$ cat src/shared/rmwc_map.svh
// Constants for the radio mode and wake-up control block.
// Assumes mclk_i is the reference oscillator clock at 125 MHz.
`ifndef RMWC_MAP_SVH
`define RMWC_MAP_SVH

`define RMWC_CLK_MHZ         125
// Converter clock periods, in ns
`define RMWC_RSSI_SLOW_NS    12000
`define RMWC_RSSI_FAST_NS    1500
`define RMWC_RSSI_SLOW_CYC   ((`RMWC_RSSI_SLOW_NS * `RMWC_CLK_MHZ) / 1000)
`define RMWC_RSSI_FAST_CYC   ((`RMWC_RSSI_FAST_NS * `RMWC_CLK_MHZ) / 1000)
// Half period of the 1 kHz wake-up timer clock, in ns
`define RMWC_KHZ_HALF_NS     500000
`define RMWC_KHZ_HALF_CYC    ((`RMWC_KHZ_HALF_NS * `RMWC_CLK_MHZ) / 1000)
// Highest bit rate, in kbps, and the shortest bit period it allows
`define RMWC_MAX_KBPS        100
`define RMWC_BIT_MIN_CYC     ((`RMWC_CLK_MHZ * 1000) / `RMWC_MAX_KBPS)
// Divider setting at reset: the legacy-compatible value
`define RMWC_DIV_RESET       7'h00
// Listen window of one wake-up scan, in timer milliseconds
`define RMWC_LISTEN_MS       8'h10
`define RMWC_PAT_W           16
`define RMWC_DATA_W          32
`define RMWC_TICK_W          17

`endif

$ cat src/shared/rmwc_pkg.sv
// Types of the radio mode and wake-up control block.
// Includes rmwc_map.svh; all three enums are fixed at 3 bits.
`include "rmwc_map.svh"

package rmwc_pkg;

	typedef enum logic [2:0] {
		MODE_PDN   = 3'h0,
		MODE_OSC   = 3'h1,
		MODE_IDLE  = 3'h2,
		MODE_TX    = 3'h3,
		MODE_RXA   = 3'h4,
		MODE_RXS   = 3'h5,
		MODE_SLEEP = 3'h6
	} rmwc_mode_t;

	typedef enum logic [2:0] {
		AUX_REFCLK = 3'h0,
		AUX_CARRIER = 3'h1,
		AUX_OSCRUN = 3'h2,
		AUX_DISC455 = 3'h3,
		AUX_RXMODE = 3'h4,
		AUX_KHZ = 3'h5,
		AUX_LOCK = 3'h6
	} rmwc_aux_t;

	typedef enum logic [2:0] {
		WK_OFF   = 3'h0,
		WK_SLEEP = 3'h1,
		WK_HUNT  = 3'h2,
		WK_CAPT  = 3'h3,
		WK_DONE  = 3'h4
	} rmwc_wk_t;

endpackage

$ cat src/rtl/rmwc_bit_sync.sv
// Bit clock recovery: realigns on every data edge, decides each bit mid-period.
// Assumes din_i is already synchronised to mclk_i and per_i >= 2.
`timescale 1ns/1ps

module rmwc_bit_sync
	import rmwc_pkg::*;
(
	input  wire logic        mclk_i,
	input  wire logic        sys_rst_i,
	input  wire logic        en_i,
	input  wire logic        din_i,
	input  wire logic [15:0] per_i,
	output logic             data_o,
	output logic             clk_o,
	output logic             valid_o
);

	typedef struct packed {
		logic [15:0] cnt;
		logic        prev;
		logic        data;
		logic        clk;
		logic        valid;
	} rmwc_bs_st_t;

	rmwc_bs_st_t q, d;

	always_comb begin
		d = q;
		d.valid = 1'b0;
		if (!en_i) begin
			d = '0;
		end else begin
			d.prev = din_i;
			if (din_i != q.prev || q.cnt >= per_i - 16'h1) begin
				d.cnt = 16'h0;
			end else begin
				d.cnt = q.cnt + 16'h1;
			end
			// Data changes half a bit before the rising clock edge
			if (q.cnt == (per_i >> 1)) begin
				d.data = din_i;
				d.valid = 1'b1;
				d.clk = 1'b0;
			end else if (q.cnt == 16'h0) begin
				d.clk = 1'b1;
			end
		end
	end

	always_ff @(posedge mclk_i) begin
		if (sys_rst_i) begin
			q <= '0;
		end else begin
			q <= d;
		end
	end

	assign data_o = q.data;
	assign clk_o = q.clk;
	assign valid_o = q.valid;

endmodule

$ cat src/rtl/rmwc_tick.sv
// Programmable enable-pulse divider.
// Assumes period_i is at least 1; one pulse every period_i cycles while en_i.
`timescale 1ns/1ps
`include "rmwc_map.svh"

module rmwc_tick
	import rmwc_pkg::*;
(
	input  wire logic                    mclk_i,
	input  wire logic                    sys_rst_i,
	input  wire logic                    en_i,
	input  wire logic [`RMWC_TICK_W-1:0] period_i,
	output logic                         tick_o
);

	typedef struct packed {
		logic [`RMWC_TICK_W-1:0] cnt;
		logic                    tick;
	} rmwc_tick_st_t;

	rmwc_tick_st_t q, d;

	always_comb begin
		d = q;
		d.tick = 1'b0;
		if (!en_i) begin
			d.cnt = '0;
		end else if (q.cnt >= period_i - `RMWC_TICK_W'(1)) begin
			d.cnt = '0;
			d.tick = 1'b1;
		end else begin
			d.cnt = q.cnt + `RMWC_TICK_W'(1);
		end
	end

	always_ff @(posedge mclk_i) begin
		if (sys_rst_i) begin
			q <= '0;
		end else begin
			q <= d;
		end
	end

	assign tick_o = q.tick;

endmodule

$ cat src/rtl/rmwc_top.sv
// Mode, data path and wake-up control of the radio transceiver.
// Assumes a serial port block decodes host accesses into the cfg ports
// below and pulses host_access_i on every completed access.
// Contract
// Configuration and status travel only through the three-wire serial port.
// Extended enable low: legacy behaviour, no additional features.
// Extended enable high: features available; legacy while divider keeps reset value.
// After reset, extended enable is cleared and behaviour is legacy.
// Extended mode may shorten converter clock from 12 us to 1.5 us.
// Auxiliary output carries one of seven selectable sources.
// Carrier detect is high exactly while RSSI exceeds the threshold.
// Power-down keeps only the control interface alive.
// Oscillator mode runs only the crystal, optionally buffered onto auxiliary output.
// Async transmit: data pin level drives the modulator directly.
// Async receive: demodulated bits go to data pin, no clock.
// Host does any line coding in asynchronous modes.
// Sync receive: recovered clock, on-chip bit decision, aligned jitter-free data.
// Sleep: timer periodically enables reception, scanning until message matches.
// On match, store up to 32 data bits and raise wake-up output.
// Data paths support bit rates up to 100 kbps.
// Host clock divide ratio comes from divider configuration bits 20 to 14.
// Wake-up output holds until host accesses the device.
`timescale 1ns/1ps
`include "rmwc_map.svh"

module rmwc_top
	import rmwc_pkg::*;
#(
	parameter logic [`RMWC_TICK_W-1:0] KHZ_HALF_CYC = `RMWC_TICK_W'(`RMWC_KHZ_HALF_CYC)
)
(
	input  wire logic                    mclk_i,
	input  wire logic                    sys_rst_i,
	input  wire logic                    host_access_i,
	input  wire logic                    ext_feat_en_i,
	input  wire logic [6:0]              div_cfg_i,
	input  wire logic                    fast_rssi_i,
	input  wire logic [2:0]              aux_sel_i,
	input  wire logic [2:0]              op_mode_i,
	input  wire logic [7:0]              carrier_threshold_i,
	input  wire logic [15:0]             bit_period_i,
	input  wire logic [7:0]              scan_interval_i,
	input  wire logic [`RMWC_PAT_W-1:0]  wake_pattern_i,
	input  wire logic [7:0]              rssi_i,
	input  wire logic                    rx_demod_i,
	input  wire logic                    disc455_i,
	input  wire logic                    synth_lock_i,
	input  wire logic                    message_data_pin_i,
	output logic                         message_data_pin_o,
	output logic                         message_data_pin_oe_o,
	output logic                         modulator_o,
	output logic                         data_clk_o,
	output logic                         auxiliary_digital_output_o,
	output logic                         wakeup_o,
	output logic [`RMWC_DATA_W-1:0]      wake_data_o,
	output logic [7:0]                   rssi_o,
	output logic                         rssi_conv_o,
	output logic                         radio_en_o,
	output logic                         osc_run_o
);

	typedef struct packed {
		logic                   rx_s1;
		logic                   rx_s2;
		logic                   d455_s1;
		logic                   d455_s2;
		logic                   lock_s1;
		logic                   lock_s2;
		logic                   msg_s1;
		logic                   msg_s2;
		logic                   ext;
		logic [6:0]             div;
		logic [6:0]             ref_cnt;
		logic                   ref_clk;
		logic                   khz;
		logic [7:0]             rssi;
		logic                   rssi_smp;
		logic                   cd;
		logic                   aux;
		logic                   mod;
		logic                   dout;
		logic                   doe;
		logic                   dclk;
		logic                   radio;
		logic                   osc;
		rmwc_mode_t             mode;
		rmwc_wk_t               wst;
		logic [7:0]             scan_cnt;
		logic [7:0]             win_cnt;
		logic [5:0]             bit_cnt;
		logic [`RMWC_PAT_W-1:0] shift;
		logic [`RMWC_DATA_W-1:0] wdata;
		logic                   wake;
	} rmwc_top_st_t;

	rmwc_top_st_t q, d;

	logic                    rssi_tick;
	logic                    khz_tick;
	logic                    bs_data;
	logic                    bs_clk;
	logic                    bs_valid;
	logic                    rx_on;
	logic                    bs_en;
	logic                    ms_tick;
	logic                    power_down_mode;
	logic [15:0]             bit_per;
	logic [`RMWC_TICK_W-1:0] rssi_per;
	rmwc_mode_t              mode_now;

	assign mode_now = rmwc_mode_t'(op_mode_i);
	assign power_down_mode = (q.mode == MODE_PDN);
	// Listening in sleep mode only during the scan window or capture
	assign rx_on = (q.mode == MODE_RXA) || (q.mode == MODE_RXS) ||
		(q.mode == MODE_SLEEP && (q.wst == WK_HUNT || q.wst == WK_CAPT));
	assign bs_en = (q.mode == MODE_RXS) || (q.mode == MODE_SLEEP && rx_on);
	// Shorter periods than 100 kbps are clamped
	assign bit_per = (bit_period_i < 16'(`RMWC_BIT_MIN_CYC)) ? 16'(`RMWC_BIT_MIN_CYC) : bit_period_i;
	assign rssi_per = (q.ext && fast_rssi_i) ? `RMWC_TICK_W'(`RMWC_RSSI_FAST_CYC) :
		`RMWC_TICK_W'(`RMWC_RSSI_SLOW_CYC);
	assign ms_tick = khz_tick && q.khz;

	rmwc_tick u_rssi_tick (
		.mclk_i    (mclk_i),
		.sys_rst_i (sys_rst_i),
		.en_i      (rx_on),
		.period_i  (rssi_per),
		.tick_o    (rssi_tick)
	);

	rmwc_tick u_khz_tick (
		.mclk_i    (mclk_i),
		.sys_rst_i (sys_rst_i),
		.en_i      (!power_down_mode),
		.period_i  (KHZ_HALF_CYC),
		.tick_o    (khz_tick)
	);

	rmwc_bit_sync u_bit_sync (
		.mclk_i    (mclk_i),
		.sys_rst_i (sys_rst_i),
		.en_i      (bs_en),
		.din_i     (q.rx_s2),
		.per_i     (bit_per),
		.data_o    (bs_data),
		.clk_o     (bs_clk),
		.valid_o   (bs_valid)
	);

	always_comb begin
		d = q;
		d.rx_s1 = rx_demod_i;
		d.rx_s2 = q.rx_s1;
		d.d455_s1 = disc455_i;
		d.d455_s2 = q.d455_s1;
		d.lock_s1 = synth_lock_i;
		d.lock_s2 = q.lock_s1;
		d.msg_s1 = message_data_pin_i;
		d.msg_s2 = q.msg_s1;
		// Settings arrive from the serial port decoder only
		d.mode = mode_now;
		d.ext = ext_feat_en_i;
		// The divider only leaves its legacy value in extended mode
		d.div = ext_feat_en_i ? div_cfg_i : `RMWC_DIV_RESET;
		d.osc = !power_down_mode;

		// Divided reference clock for the host
		if (power_down_mode) begin
			d.ref_cnt = 7'h00;
			d.ref_clk = 1'b0;
		end else if (q.ref_cnt >= q.div) begin
			d.ref_cnt = 7'h00;
			d.ref_clk = !q.ref_clk;
		end else begin
			d.ref_cnt = q.ref_cnt + 7'h01;
		end

		if (power_down_mode) begin
			d.khz = 1'b0;
		end else if (khz_tick) begin
			d.khz = !q.khz;
		end

		d.rssi_smp = 1'b0;
		if (rssi_tick) begin
			d.rssi = rssi_i;
			d.rssi_smp = 1'b1;
		end
		d.cd = (q.rssi > carrier_threshold_i);

		// Auxiliary output stays low in legacy mode
		if (!q.ext || power_down_mode) begin
			d.aux = 1'b0;
		end else begin
			case (rmwc_aux_t'(aux_sel_i))
				AUX_REFCLK: begin
					d.aux = q.ref_clk;
				end
				AUX_CARRIER: begin
					d.aux = q.cd;
				end
				AUX_OSCRUN: begin
					d.aux = q.osc;
				end
				AUX_DISC455: begin
					d.aux = q.d455_s2;
				end
				AUX_RXMODE: begin
					d.aux = rx_on;
				end
				AUX_KHZ: begin
					d.aux = q.khz;
				end
				AUX_LOCK: begin
					d.aux = q.lock_s2;
				end
				default: begin
					d.aux = 1'b0;
				end
			endcase
		end

		// Data path: only the one path of the current mode is live
		d.mod = 1'b0;
		d.dout = 1'b0;
		d.doe = 1'b0;
		d.dclk = 1'b0;
		case (q.mode)
			MODE_TX: begin
				// The two-stage pin synchroniser and the modulator register lie between pin and modulator
				d.mod = q.msg_s2;
			end
			MODE_RXA: begin
				d.doe = 1'b1;
				d.dout = q.rx_s2;
			end
			MODE_RXS: begin
				d.doe = 1'b1;
				d.dout = bs_data;
				d.dclk = bs_clk;
			end
			default: begin
				d.mod = 1'b0;
			end
		endcase
		d.radio = rx_on || (q.mode == MODE_TX);

		// Wake-up scan
		if (q.mode != MODE_SLEEP) begin
			d.wst = WK_OFF;
		end else begin
			case (q.wst)
				WK_OFF: begin
					d.wst = WK_SLEEP;
					d.scan_cnt = 8'h00;
				end
				WK_SLEEP: begin
					if (ms_tick) begin
						if (q.scan_cnt >= scan_interval_i) begin
							d.wst = WK_HUNT;
							d.win_cnt = 8'h00;
							d.shift = '0;
						end else begin
							d.scan_cnt = q.scan_cnt + 8'h01;
						end
					end
				end
				WK_HUNT: begin
					if (bs_valid) begin
						d.shift = {q.shift[`RMWC_PAT_W-2:0], bs_data};
					end
					if (q.shift == wake_pattern_i) begin
						d.wst = WK_CAPT;
						d.bit_cnt = 6'h00;
					end else if (ms_tick) begin
						if (q.win_cnt >= `RMWC_LISTEN_MS) begin
							// No match: back to sleep and scan again
							d.wst = WK_SLEEP;
							d.scan_cnt = 8'h00;
						end else begin
							d.win_cnt = q.win_cnt + 8'h01;
						end
					end
				end
				WK_CAPT: begin
					if (bs_valid) begin
						d.wdata = {q.wdata[`RMWC_DATA_W-2:0], bs_data};
						d.bit_cnt = q.bit_cnt + 6'h01;
						if (q.bit_cnt == 6'(`RMWC_DATA_W - 1)) begin
							d.wst = WK_DONE;
						end
					end
				end
				WK_DONE: begin
					d.wst = WK_DONE;
				end
				default: begin
					d.wst = WK_OFF;
				end
			endcase
		end

		// A capture completing in the same cycle as a host access wins
		if (q.wst == WK_CAPT && bs_valid && q.bit_cnt == 6'(`RMWC_DATA_W - 1)) begin
			d.wake = 1'b1;
		end else if (host_access_i || mode_now != q.mode) begin
			d.wake = 1'b0;
		end
	end

	always_ff @(posedge mclk_i) begin
		if (sys_rst_i) begin
			q <= '0;
			q.mode <= MODE_PDN;
			q.wst <= WK_OFF;
			q.div <= `RMWC_DIV_RESET;
		end else begin
			q <= d;
		end
	end

	assign message_data_pin_o = q.dout;
	assign message_data_pin_oe_o = q.doe;
	assign modulator_o = q.mod;
	assign data_clk_o = q.dclk;
	assign auxiliary_digital_output_o = q.aux;
	assign wakeup_o = q.wake;
	assign wake_data_o = q.wdata;
	assign rssi_o = q.rssi;
	assign rssi_conv_o = q.rssi_smp;
	assign radio_en_o = q.radio;
	assign osc_run_o = q.osc;

endmodule

$ cat config.mk
export PLATFORM = sky130hd
export DESIGN_NAME = rmwc_top
export DESIGN_NICKNAME = d
export VERILOG_FILES = /design/src/shared/rmwc_pkg.sv /design/src/rtl/rmwc_bit_sync.sv /design/src/rtl/rmwc_tick.sv /design/src/rtl/rmwc_top.sv
export VERILOG_INCLUDE_DIRS = /design/src /design/src/shared
export SDC_FILE = /design/constraint.sdc
export NUM_CORES = 1
export LEC_CHECK = 0
export BUFFER_PORTS_ARGS = -buffer_cell sky130_fd_sc_hd__buf_4
export CORE_MARGIN = 2
export CORE_UTILIZATION = 55
export CTS_CLUSTER_SIZE = 8
export DETAILED_ROUTE_END_ITERATION = 10
export PLACE_DENSITY = 0.77
export SYNTH_ARGS = -nofsm -noshare
export SYNTH_HDL_FRONTEND = slang
export SYNTH_SLANG_ARGS = --single-unit
$ cat constraint.sdc
create_clock -name mclk_i -period 4.7 [get_ports mclk_i]
set_input_delay 0.47 -clock mclk_i [delete_from_list [all_inputs] [get_ports mclk_i]]
set_output_delay 0.47 -clock mclk_i [all_outputs]
set_load 0.05 [all_outputs]
Word-level counts from Yosys, hierarchy flattened
Index checks and enable logic that the tools add are counted.
- $add $sub $neg: 9
- multiply operators: 0
- div/mod/pow operators: 0
- order comparisons: 8
- eq/ne operators: 33
- shift-type cells: 0
- mux-type cells: 31
- bitwise gates (word level): 6
- reduce and logical (&&, ||, !) cells: 45
- operators with widths (cell ; number):
    16-bit two-way mux ; 5
    19-bit two-way mux ; 2
    17-bit by 1-bit adder with 17-bit output, second input constant ; 2
    16-bit one-hot mux with 2 select lines ; 1
    8-bit two-way mux ; 3
    8-bit one-hot mux with 3 select lines ; 1
    11-bit two-way mux ; 2
    3-bit equality test, second input constant ; 7
    17-bit by 16-bit greater-or-equal comparator with 1-bit output, second input constant ; 1
    17-bit greater-or-equal comparator ; 1
    16-bit by 1-bit adder with 16-bit output, second input constant ; 1
    8-bit by 1-bit adder with 8-bit output, second input constant ; 2
    16-bit by 15-bit equality test with 1-bit output ; 1
    16-bit equality test ; 1
    16-bit greater-or-equal comparator ; 1
    16-bit zero test ; 1
    16-bit by 11-bit < comparator with 1-bit output, second input constant ; 1
    8-bit one-hot mux with 2 select lines ; 1
    2-bit OR reduction ; 8
    16-bit by 1-bit subtractor with 16-bit output, second input constant ; 1
    3-bit by 2-bit equality test with 1-bit output, second input constant ; 5
    3-bit one-hot mux with 5 select lines ; 1
    3-bit OR reduction ; 5
    2-bit != test, second input constant ; 7
    other kinds (33) ; 71
- register bits: 175
- bits in latches: 0
- bits in writable memories: 0
- ROM bits: 0
- bits of input ports: 78
- output and inout port bits: 49
- word-level logic and storage cells: 172
- memories: 0

Longest topological paths before layout
Gate-level depths: netlist of the first run.
- depth in word-level cells: 8
- mapped depth: 20
- gate-level depth less buffers: 17

By module
From an unflattened synthesis of the first run, not the netlist that was laid out.
- cells, all modules: 1244
- area, all modules: 10506.3 µm²
- by module, submodules not included (module ; instances ; cells each ; area an instance (µm²) ; seq. area each (µm²)):
    rmwc_top ; 1 ; 713 ; 6050.8 ; 2382.3
    rmwc_bit_sync ; 1 ; 202 ; 1677.9 ; 400.4
    rmwc_tick at u_rssi_tick ; 1 ; 164 ; 1403.8 ; 360.3
    rmwc_tick at u_khz_tick ; 1 ; 165 ; 1373.8 ; 360.3

Worst setup path after synthesis of the first run
No wires, ideal clock.
- path type: input-to-reg
- from: input bit_period_i[13]
- to: register u_bit_sync.q[12] (netlist bit)
- library setup time: 128 ps
- data arrival time: 3869 ps
- data required time: 4572 ps
- path slack: 703 ps
- cell stages on the path: 19
- buffers on the path: 3
- cells stage by stage: or3_1 -> or3_1 -> buf_2 -> a21o_1 -> buf_6 -> nand2_1 -> ha_1 -> nand3b_1 -> nor3_1 -> nand2b_1 -> nor2_1 -> xnor2_1 -> ha_1 -> nand4_1 -> nor3_1 -> o21ai_0 -> o21ai_1 -> clkbuf_1 -> nor2_1
- word-level cells in the longest chain between the ends: 6
- ends and longest elaborated chain (what ; RTL line ; source):
    start: declaration ; rmwc_top.sv:41 ; input wire logic [15:0] bit_period_i,
    16-bit by 11-bit < comparator with 1-bit output ; rmwc_top.sv:118 ; assign bit_per = (bit_period_i < 16'(`RMWC_BIT_MIN_CYC)) ? 16'(`RMWC_BIT_MIN_CYC) : bit_period_i;
    16-bit two-way mux * ; rmwc_top.sv:118 ;
    16-bit by 1-bit subtractor with 16-bit output * ; rmwc_bit_sync.sv:35 ; if (din_i != q.prev || q.cnt >= per_i - 16'h1) begin
    16-bit greater-or-equal comparator * ; rmwc_bit_sync.sv:35 ;
    1-bit logical OR * ; rmwc_bit_sync.sv:35 ;
    3-bit OR reduction (no line) * ; - ;
    end signal: assignment ; rmwc_bit_sync.sv:53 ; q <= '0;
    end signal: assignment ; rmwc_bit_sync.sv:55 ; q <= d;
    end: declaration ; rmwc_bit_sync.sv:26 ; rmwc_bs_st_t q, d;
Mark *: on every way between the ends. The rest lies on a longest branch, timed or not.
A chain may end at the register's enable or synchronous reset.

Worst setup path in the final report of the first run
- from: input bit_period_i[13]
- to: register u_bit_sync.q[6] (netlist bit)
The elaborated chain is that of the path after synthesis.

==> results.md, run 1 <==
Timing:
- Across all setup checks in the final design, the least slack found is 974.1 ps.
- For the final routed database, the setup TNS stands at 0 ps.
- The routed design could run at a clock period as short as 3726 ps.
- The count of final max-slew check failures is 0.
- Setup repair after global routing left no endpoint under its margin.
- The slew at the pin with the worst max-slew slack is 781.6 ps.
- The final cycle utilization of the critical path is 79.27%.
- The worst pin sits at a relative slew slack of 47.46%.
- Setup violations remaining at the end of the flow were counted as 0.
- The total count of hold-check failures in the final report came to 0.
- The setup skew after layout is 9.903 ps.
- Based on the critical path, the design can be clocked at up to 268.4 MHz.

Route:
- The first TritonRoute pass finished after 7 iterations.
- In the routed layout, each cell is associated on average with a via count of 5.274.
- For this block, the via count after detailed routing is 6972.
- The number of design-rule violations left by the first detailed-router iteration is 310.
- After detailed routing, the average wire length per cell comes to 13.53 um.
- After detailed routing, the number of remaining DRC violations is 0.
- The final layout contains routed wiring with a total length of ~18000 um.
- The count of nets left with antenna violations after detail routing is 0.

Synthesis:
- Yosys mapped the design onto 62 distinct sky130hd cell types.
- Averaged over all synthesized cells, the footprint is 8.597 um^2.
- The count of flip-flops with a built-in enable after synthesis is 0.
- For this run, asynchronously set or reset flops after synthesis account for 0%.
- The number of register bits inferred by synthesis is 175.
- Sequential elements use 40.15% of the synthesized area.
- The most common flop cell mapped by yosys is dfxtp_1.
- Yosys printed 0 warnings.
- After synthesis the cells add up to about 0.0087 mm^2.
- The post-synthesis instance total is 1015.

Global route:
- The total routing resource utilization after global routing is 21.66%.
- Entering global routing, the biggest net connects between 70 and 80 pins.
- The via count of the first global-routing pass is 6487.
- The wire length of the first global-routing pass is 29770 um.
- The number of antenna violations at the first check in global routing is 0.
- Global routing finished with a remaining overflow of 0.

Hold path:
- The beginning of the worst hold path is div_cfg_i[3].
- The min-delay analysis places its worst path in the category in -> reg.
- The number of stages on the worst hold path is 2.
- The worst hold path terminates at q[106].

CTS:
- The clock tree synthesis step divided the H-tree into 4 levels.
- The clock passes through at most 2 buffers.
- Once the clock tree was built, the resizer swapped 0 gates to a different size.
- The clock tree from TritonCTS is done.
- The post-CTS setup repair buffer count is 0.
- After clock tree synthesis, the flow added hold-fix buffers numbering 0.
- The clock transition time at the flip-flop clock pins of the worst setup and hold paths is 70 ps.
- The master cell of the clock root buffer is clkbuf_16.
- The clock latency on the worst-skew pair is between 400 and 500 ps.
- Buffers inserted during clock tree synthesis total 17.
- The number of clock sinks is 175.

Placed design:
- Routability-driven placement finished with a final weighted congestion of 0.8516.
- Input and output buffers added on the ports amount to 126.
- Detailed placement finished with a half-perimeter wire length of 13020 um.
- Timing analysis after detailed placement gives a worst setup slack of ~550 ps.

Setup path:
- The worst register-to-register path begins at q[63].
- The worst register-to-register path has a depth of 9.
- The worst register-to-register path ends at q[70].
- At the worst endpoint, the arrival time is approximately 4000 ps.
- In this run the worst path has a maximum fanout of 16.
- The nature of the critical path endpoint is a flop.
- The worst-case register-to-register setup slack is 1960 ps.
- The type of element launching the critical path is an input port.
- At the worst endpoint, the required time is between 5000 and 6000 ps.
- The startpoint-to-endpoint class of the critical path is in -> reg.

Cells and area:
- 0 antenna diodes ended up in the layout.
- The growth of design area from synthesis to finish is 16.85%.
- The library cell used most frequently in the layout, excluding fill and tap cells, is dfxtp_1.
- Leaving out fill and tap cells, the most frequent cells in the layout are dfxtp_1, buf_4, nor2_1, nand2_1, a21oi_1.
- For this run, the post-layout net count is around 1.2k.
- Of the cells placed in the final design, the portion with a size suffix greater than 1 is 15.64%.

Flow run:
- The max-cap check violation count is 0.

Floorplan:
- In this run the horizontal extent of the chip is 130.0 um.
- The area inside the core boundary is 0.01571 mm^2.
- The initialized floorplan defines 46 standard-cell rows.
- The die covers ~0.017 mm^2.
- The initial utilization of the core area, before any placement, comes to a little under three fifths.
- The die height is 130.0 um.
- The number of top-level pins is approximately 130.

Pwr:
- Summed over all cells, the static leakage comes to 4.190 nW.
- VDD sags by at most about 0.28 mV.
- After layout, the design draws a total of 0.003252 W.
- For this design the ratio of total power to cell area is 319.0 mW/mm^2.

Status:
- The run finished with clean final reports.
## area by class of cell
class	instances	area, um^2
repair buffers	132	991.0
fillers	1359	5517
multi-input cells	724	4629
clock inverters	9	182.7
well taps	216	270.3
inverters	44	165.2
flip-flops and latches	175	3503
clock buffers	22	454.2
## power breakdown
| group | switching (W) | internal, W |
|---|---|---|
| Combinational | 0.000107 | 0.000104 |
| Clock | 0.000568 | 0.000958 |
| Sequential | 0.0000144 | 0.00150 |
## stage by stage
stage	cell area, um^2	util (%)	instances	hold slack [ps]
floorplan	8745	-	1020	413.8
global placement	9559	60.84	1291	424.5
detailed placement	9559	60.84	1291	427.4
CTS	10200	64.89	1322	235.7
global route	10200	64.89	1322	242.9
finish	10200	64.89	1322	244.4
## routing by layer
layer	track usage, %	vias to the layer above	wire (um)
met2	35.69	121	8501
li1	-	3576	-
met5	0	-	0
met4	7.147	0	259
met3	4.674	25	740
met1	28.41	3250	8386
## state kept, by name, summed over array words and instances, names as in the netlist, 4 cells and up
| name | count |
|---|---|
| d | 4 |
| q | 66 |
| rssi_o | 8 |
| u_bit_sync.q | 17 |
| u_khz_tick.q | 17 |
| u_rssi_tick.q | 17 |
| wake_data_o | 32 |
## critical path: stages
cell and delay [ps]:
buf_4 130, or3_1 380, or3_1 420, a21o_1 300
nand2_1 130, ha_1 250, nand3b_1 180, nor3_1 330
nand2b_1 120, nor2_1 120, xnor2_1 80, ha_1 290
nand4_1 120, nor3_1 190, o21ai_0 100, o21ai_1 120
buf_4 220, nor2_1 70
## how the worst max path moves through the flow
stage | startpoint | to | slack [ps]
after global placement | bit_period_i[13] | u_bit_sync.q[7] | 580
after floorplan | bit_period_i[13] | u_bit_sync.q[12] | 700
after CTS | bit_period_i[13] | u_bit_sync.q[18] | 960
after global routing | bit_period_i[2] | u_bit_sync.q[10] | 610
final | bit_period_i[13] | u_bit_sync.q[6] | 970
after detailed placement | bit_period_i[13] | u_bit_sync.q[7] | 550
## logic make-up (layout without fill, tap and decap cells)
family / count (synthesis) / count (layout) / share of synthesized area, %
other: 1 / 6 / 0.04298
adder cells (fa/ha/maj): 54 / 54 / 7.743
AO/OA/AOI/OAI: 154 / 154 / 11.72
XOR/XNOR: 95 / 95 / 9.535
multiplexers: 15 / 15 / 1.735
buffers and inverters: 121 / 207 / 7.041
AND/OR/NAND/NOR: 400 / 400 / 22.04
flip-flops: 175 / 175 / 40.15
## cells in the mapped netlist (all sizes together) (3+ instances only)
library cell | n | share of area [%]
nand2 | 105 | 4.5
inv | 44 | 1.9
nand4 | 23 | 1.6
xnor2 | 51 | 5.1
o21ai | 23 | 1.3
nand2b | 13 | 0.93
nand3 | 37 | 2.1
nor4 | 11 | 0.86
xor2 | 44 | 4.4
clkbuf | 32 | 1.4
nor3b | 3 | 0.26
mux2i | 14 | 1.6
ha | 54 | 7.7
a21o | 12 | 1.0
a21oi | 62 | 3.6
dfxtp | 175 | 40
and2 | 12 | 0.86
o21a | 5 | 0.43
or3 | 4 | 0.29
or4 | 4 | 0.34
nor2b | 23 | 1.6
and3 | 20 | 1.4
a22o | 16 | 1.6
nor2 | 112 | 4.8
nand3b | 4 | 0.34
nor3 | 21 | 1.2
buf | 45 | 3.8
a211oi | 7 | 0.66
a31oi | 6 | 0.43
(Power assumes the default switching activity.)
==> run 2: changes to the inputs <==
- clock period: 4.7 -> 3.79 ns (I/O delays scaled with it)
==> results.md, run 2 (synthesis results as in run 1) <==
Timing:
- Headroom to the max-slew limit came out at a little under half.
- For this run, the top clock speed supported by timing is between 300 and 400 MHz.
- The final critical-path required period is 3295 ps.
- The final cycle utilization of the critical path is 86.94%.
- Setup repair after global routing left no endpoint under its margin.
- For the pin with the worst max-slew slack, the measured transition is 788.1 ps.
- The setup skew after layout is 10.57 ps.
- The total count of hold-check failures in the final report is 0.
- The aggregate negative setup slack is 0 ps.
- The count of final max-slew check failures is 0.
- The total of endpoints with negative setup slack in the final report is 0.

Route:
- The mean number of vias per cell is 5.240.
- Dividing the detail-routed wire length by the instance count gives 13.38 um.
- The number of iterations in the first detailed-routing pass is 5.
- After detailed routing, the number of remaining DRC violations is 0.
- The count of nets left with antenna violations after detail routing is 0.
- The number of design-rule violations left by the first detailed-router iteration is 320.
- The overall via count from detail_route is 6948.
- The total wire length is 17750 um.

Cells and area:
- Of the cells placed in the final design, the portion with a size suffix greater than 1 is between 10% and 20%.
- The library cells used most frequently in the layout, excluding fill and tap cells, are dfxtp_1, buf_4, nor2_1, nand2_1, a21oi_1.
- The library cell used most frequently in the layout, excluding fill and tap cells, is dfxtp_1.
- The footprint of the flip-flops and latches is roughly 0.0035 mm^2.
- The number of diodes added for antenna fixing is 0.
- The area used by multi-input combinational logic is 0.004633 mm^2.
- The flip-flop count of the largest register, all copies and words added is 66.
- Fill cells in the final layout number 1357.
- The register with the most flip-flops is q.
- Compared with the post-synthesis result, the final layout area differs by 17.05%.
- For this run, the post-layout net count is between 1k and 1.5k.

Floorplan:
- The initialized floorplan defines 46 standard-cell rows.
- The initial utilization of the core area, before any placement, comes to 55.53%.
- After floorplanning, the core was sized to cover between 0.015 and 0.02 mm^2.
- During I/O placement, the number of pins put on the boundary was between 100 and 150.
- The floorplan step defined a die boundary enclosing 0.01689 mm^2.
- The die outline width is 130.0 um.
- The die height is 130.0 um.

Setup path:
- The worst path required time is between 4000 and 5000 ps.
- In this design, the stage delay of the slowest critical-path cell is 380 ps.
- The worst setup path is launched from an input port.
- The maximum fanout encountered on the critical timing path is 16.
- At the worst endpoint, the arrival time is 3610 ps.
- The critical path goes through buf_4 -> or3_1 -> or3_1 -> a21o_1 -> nand2_1 -> ha_1 -> nand3b_1 -> nor3_1 -> nand2b_1 -> nor2_1 -> xnor2_1 -> ha_1 -> nand4_1 -> nor3_1 -> o21ai_0 -> o21ai_2 -> buf_12 -> nor2_1.
- For this design, the slowest cell found on the critical path is or3_1.
- The nature of the critical path endpoint is a flop.
- The startpoint-to-endpoint class of the critical path is in -> reg.

Pwr:
- The static power due to leakage is 4.196 nW.
- The total power divided by cell area is 387.4 mW/mm^2.
- IR analysis of the VDD net gives a maximum drop of around 0.33 mV.
- The post-layout total power is roughly 0.004 W.

CTS:
- The H-tree depth is 4.
- The master cell of the clock root buffer is clkbuf_16.
- Once the clock tree was built, the setup fixing pass inserted 0 buffers.
- The clock latency on the worst-skew pair is 430 ps.
- Clock tree synthesis found a total of 175 sinks.
- The clock tree from TritonCTS is done.
- The clock transition time at the flip-flop clock pins of the worst setup and hold paths is roughly 70 ps.
- Buffers inserted to repair hold after CTS numbered 0.
- The post-cts resize count is 0.
- The clock passes through at most 2 buffers.
- Buffers inserted during clock tree synthesis total 17.

Placed design:
- The number of I/O port buffers is about 130.
- The HPWL after detailed placement is roughly 13000 um.
- The final weighted congestion in routability-driven placement is 0.8548.

Flow run:
- The tool flagged a number of max-cap violations equal to 0.

Global route:
- The maximum number of pins on one net before global-route repair is 74.
- The total routing resource utilization after global routing is between 20% and 30%.
- The via count of the first global-routing pass is 6365.
- The number of antenna violations at the first check in global routing came to 0.
- For this run the aggregate overflow at the end of global routing stands at 0.
- The wire length of the first global-routing pass is 29260 um.

Status:
- The flow ran to the end, and the final reports show no timing, DRC or antenna violations.

Hold path:
- The path class of the tightest hold or removal check is in -> reg.
## run 2: power by group
group	internal [W]	switching (W)
clock	0.00106	0.000750
sequential	0.00186	0.0000176
combinational	0.000130	0.000134
## run 2: area by class of cell
cell class	instances	share of cell area, %
Multi-Input combinational cell	724	45.36
Clock inverter	14	1.727
Tap cell	216	2.646
Clock buffer	18	4.300
Inverter	44	1.617
Sequential cell	175	34.30
Timing Repair Buffer	135	10.05
## run 2: layer usage
| metal | up-vias | GRT usage (%) | wire length [um] |
|---|---|---|---|
| met5 | - | 0 | 0 |
| met4 | 0 | 7.780 | 446 |
| met3 | 26 | 5.248 | 637 |
| met2 | 126 | 34.09 | 8300 |
| met1 | 3210 | 28.71 | 8362 |
| li1 | 3586 | - | - |
## run 2: path summary, 6_finish.rpt
check | start | to | slack (ps) | depth (start not counted)
worst min-delay path | div_cfg_i[3] | q[106] | 150 | 2
worst max-delay path | bit_period_i[13] | u_bit_sync.q[9] | 490 | 18
worst max register to register | q[63] | q[70] | 1000 | 9
worst min register to register | d[113] | q[113] | 440 | 1
## run 2: through the flow
| step | cells | utilization, % | setup slack (ps) | hold WS (ps) | cell area (um^2) |
|---|---|---|---|---|---|
| finish | 1326 | 65.00 | 494.8 | 148.1 | 10210 |
| detailed placement | 1294 | 61.08 | 39.78 | 425.1 | 9598 |
| floorplan | 1020 | - | 49.56 | 413.8 | 8750 |
| CTS | 1326 | 65.00 | 487.1 | 132.4 | 10210 |
| global placement | 1294 | 61.08 | 158.2 | 417.7 | 9598 |
| global route | 1326 | 65.00 | 237.7 | 139.2 | 10210 |
## run 2: worst max-delay path, delay by kind of cell
kind | cells | cell delay, ps
buf+inv | 2 | 290
simple gates | 10 | 1920
fa+ha+maj | 2 | 460
compound gates | 3 | 480
xor+xnor | 1 | 80
==> run 3: changes to the inputs <==
- CORE_UTILIZATION: 55 -> 45
- CTS_BUF_LIST: unset -> sky130_fd_sc_hd__clkbuf_4
- PLACE_DENSITY: 0.77 -> 0.65
==> results.md, run 3 (synthesis results as in run 1) <==
Flow run:
- The max-cap check violation count is 0.

Placed design:
- During placement, the flow inserted port buffers numbering ~130.
- The post-place setup slack is 77.03 ps.
- The final weighted congestion in routability-driven placement is ~0.86.
- Detailed placement finished with a half-perimeter wire length of 13790 um.

Global route:
- Global routing used 18.63% of the available tracks across all layers.
- The wire length of the first global-routing pass is 31010 um.
- The residual overflow from global routing is 0.
- The number of antenna violations at the first check in global routing is 1.
- Entering global routing, the biggest net connects 74 pins.
- The via count of the first global-routing pass is between 6k and 7k.

Cells and area:
- At the end of the flow, the number of nets in the layout was 1241.
- The footprint of the flip-flops and latches is approximately 0.0035 mm^2.
- In the layout the commonest cells are dfxtp_1, buf_4, nor2_1, nand2_1, a21oi_1.
- The share of cells above drive strength 1 is 16.13%.
- Relative to the synthesized area, the layout overhead comes to 15.30%.
- The number of filler instances in the final layout is approximately 1.8k.
- The register with the most flip-flops in the layout has 66 of them.
- The register with the most flip-flops is q.
- The leading cell type in the layout, fill and taps excluded is dfxtp_1.
- The area used by multi-input combinational logic is 0.004633 mm^2.

CTS:
- The clock latency on the worst-skew pair is 550 ps.
- The master cell of the clock root buffer is clkbuf_4.
- In this run, post-CTS repair resized a total of 0 instances.
- The clock transition time at the flip-flop clock pins of the worst setup and hold paths is 140 ps.
- The maximum clock path buffer count is 2.
- TritonCTS built the clock tree.
- Counting the buffers created by CTS gives 17.
- The clock tree synthesis step divided the H-tree into 4 levels.
- Clock tree synthesis found a total of ~180 sinks.

Hold path:
- Counting instances, the worst hold path has a depth of 2.
- The class of the most critical hold timing path is in -> reg.

Pwr:
- The total power divided by cell area is 321.3 mW/mm^2.
- Across the VDD grid, the largest voltage drop is 0.2032 mV.
- In this run the static leakage power is 4.112 nW.

Floorplan:
- The number of top-level pins is 127.
- The row count is 50.
- Once the floorplan was initialized, standard cells occupied 46.19% of the core.
- The die height is 143.3 um.
- The die outline width is 143.3 um.
- The core region is 0.01889 mm^2.
- The die area is 0.02052 mm^2.

Timing:
- The final cycle utilization of the critical path is 83.16%.
- The setup skew after layout is 15.55 ps.
- The slew at the pin with the worst max-slew slack is around 800 ps.
- The normalized max-slew margin is 45.52%.
- The final critical-path required period is 3152 ps.
- The total of endpoints with negative setup slack in the final report is 0.
- Adding up every negative setup slack in the final design gives 0 ps.
- Setup repair after global routing left no endpoint under its margin.
- The total count of hold-check failures in the final report is 0.
- The count of final max-slew check failures came to 0.
- Once routing completed, OpenROAD measured the worst setup slack at 638.3 ps.
- The fmax is 317.3 MHz.

Route:
- The overall via count from detail_route is 6916.
- The count of nets left with antenna violations after detail routing is 0.
- The number of iterations in the first detailed-routing pass is 7.
- The mean routed wirelength per cell is ~13 um.
- The number of design-rule violations left by the first detailed-router iteration is 300.
- Wires add up to about 19000 um.
- The mean number of vias per cell is 5.001.
- The number of remaining DRC errors is 0.

Setup path:
- The arrival time of data at the critical path endpoint is about 3600 ps.
- The nature of the critical path endpoint is a flop.
- In this run the worst path has a maximum fanout of 16.
- The type of element launching the critical path is an input port.
- Measured in cells, the most critical reg-to-reg path has a length of 10.
- The critical path is of the in -> reg type.
- The worst path required time is 4280 ps.

Status:
- The flow ran to the end, and the final reports show no timing, DRC or antenna violations.
-- run 3: changes by cell type in the layout (fill, tap and decap cells not counted), moves of 2 or more --
cell | before | now
dlygate4sd3_1 | 0 | 11
clkinv_4 | 0 | 3
clkbuf_4 | 0 | 17
clkinv_1 | 0 | 2
clkinvlp_4 | 5 | 2
clkbuf_16 | 17 | 0
-- run 3: routing by layer --
layer	global-route usage (%)	up-vias	share of wire, %
met4	4.334	0	0.82
met1	24.85	3194	48
met5	0	-	0
met3	3.689	12	3.3
met2	31.15	110	48
li1	-	3600	-
-- run 3: cell type report --
type                    count  share of cell area (%)
well taps                 260                   3.233
clock buffers              17                   1.268
repair buffers            147                   11.37
diodes                      1                 0.02487
flip-flops and latches    175                   34.82
multi-input cells         724                   46.05
inverters                  44                   1.642
clock inverters            15                   1.592
-- run 3: worst paths after layout --
kind | start | endpoint | slack, ps
min | synth_lock_i | d[113] | 40
max | bit_period_i[13] | u_bit_sync.q[10] | 640
max reg2reg | q[63] | q[70] | 1130
min reg2reg | d[115] | q[115] | 460
-- run 3: through the flow --
| step | util, % | cells | total power (W) | cell area [um^2] | hold WS [ps] |
|---|---|---|---|---|---|
| 6_report | 53.25 | 1383 | 0.003233 | 10060 | 43.84 |
| 3_3_place_gp | 51.13 | 1339 | 0.002185 | 9661 | 428.4 |
| 2_1_floorplan | - | 1020 | 0.002076 | 8750 | 413.8 |
| 5_1_grt | 53.25 | 1383 | 0.003393 | 10060 | 4.780 |
| 3_5_place_dp | 51.13 | 1339 | 0.002190 | 9661 | 427.3 |
| 4_1_cts | 53.19 | 1381 | 0.003276 | 10050 | 0.6979 |
-- run 3: where the power goes --
group / internal, W / leakage, nW / total, W / switching [W]
logic: 0.000138 / 2.54 / 0.000276 / 0.000137
clock network: 0.000402 / 0.150 / 0.00108 / 0.000674
registers: 0.00186 / 1.42 / 0.00188 / 0.0000181
total: 0.00240 / 4.11 / 0.00323 / 0.000830
-- run 3: worst max-delay path, cell delays in order --
cell      delay [ps]
buf_4            130
or3_1            370
or3_1            340
a21o_1           180
nand2_1          100
ha_1             180
nand3b_1         140
nor3_1           310
nand2b_1         120
nor2_1           120
xnor2_1          130
ha_1             260
nor2b_1          130
o21ai_0          170
o2111a_1         230
o21ai_2           70
buf_12           160
nor2_1           110
-- run 3: repair_timing --
item	in CTS	in global routing
hold buffers	10	1
endpoints found under the hold margin	10	1
setup endpoints to repair	0	0
buffers inserted	0	0
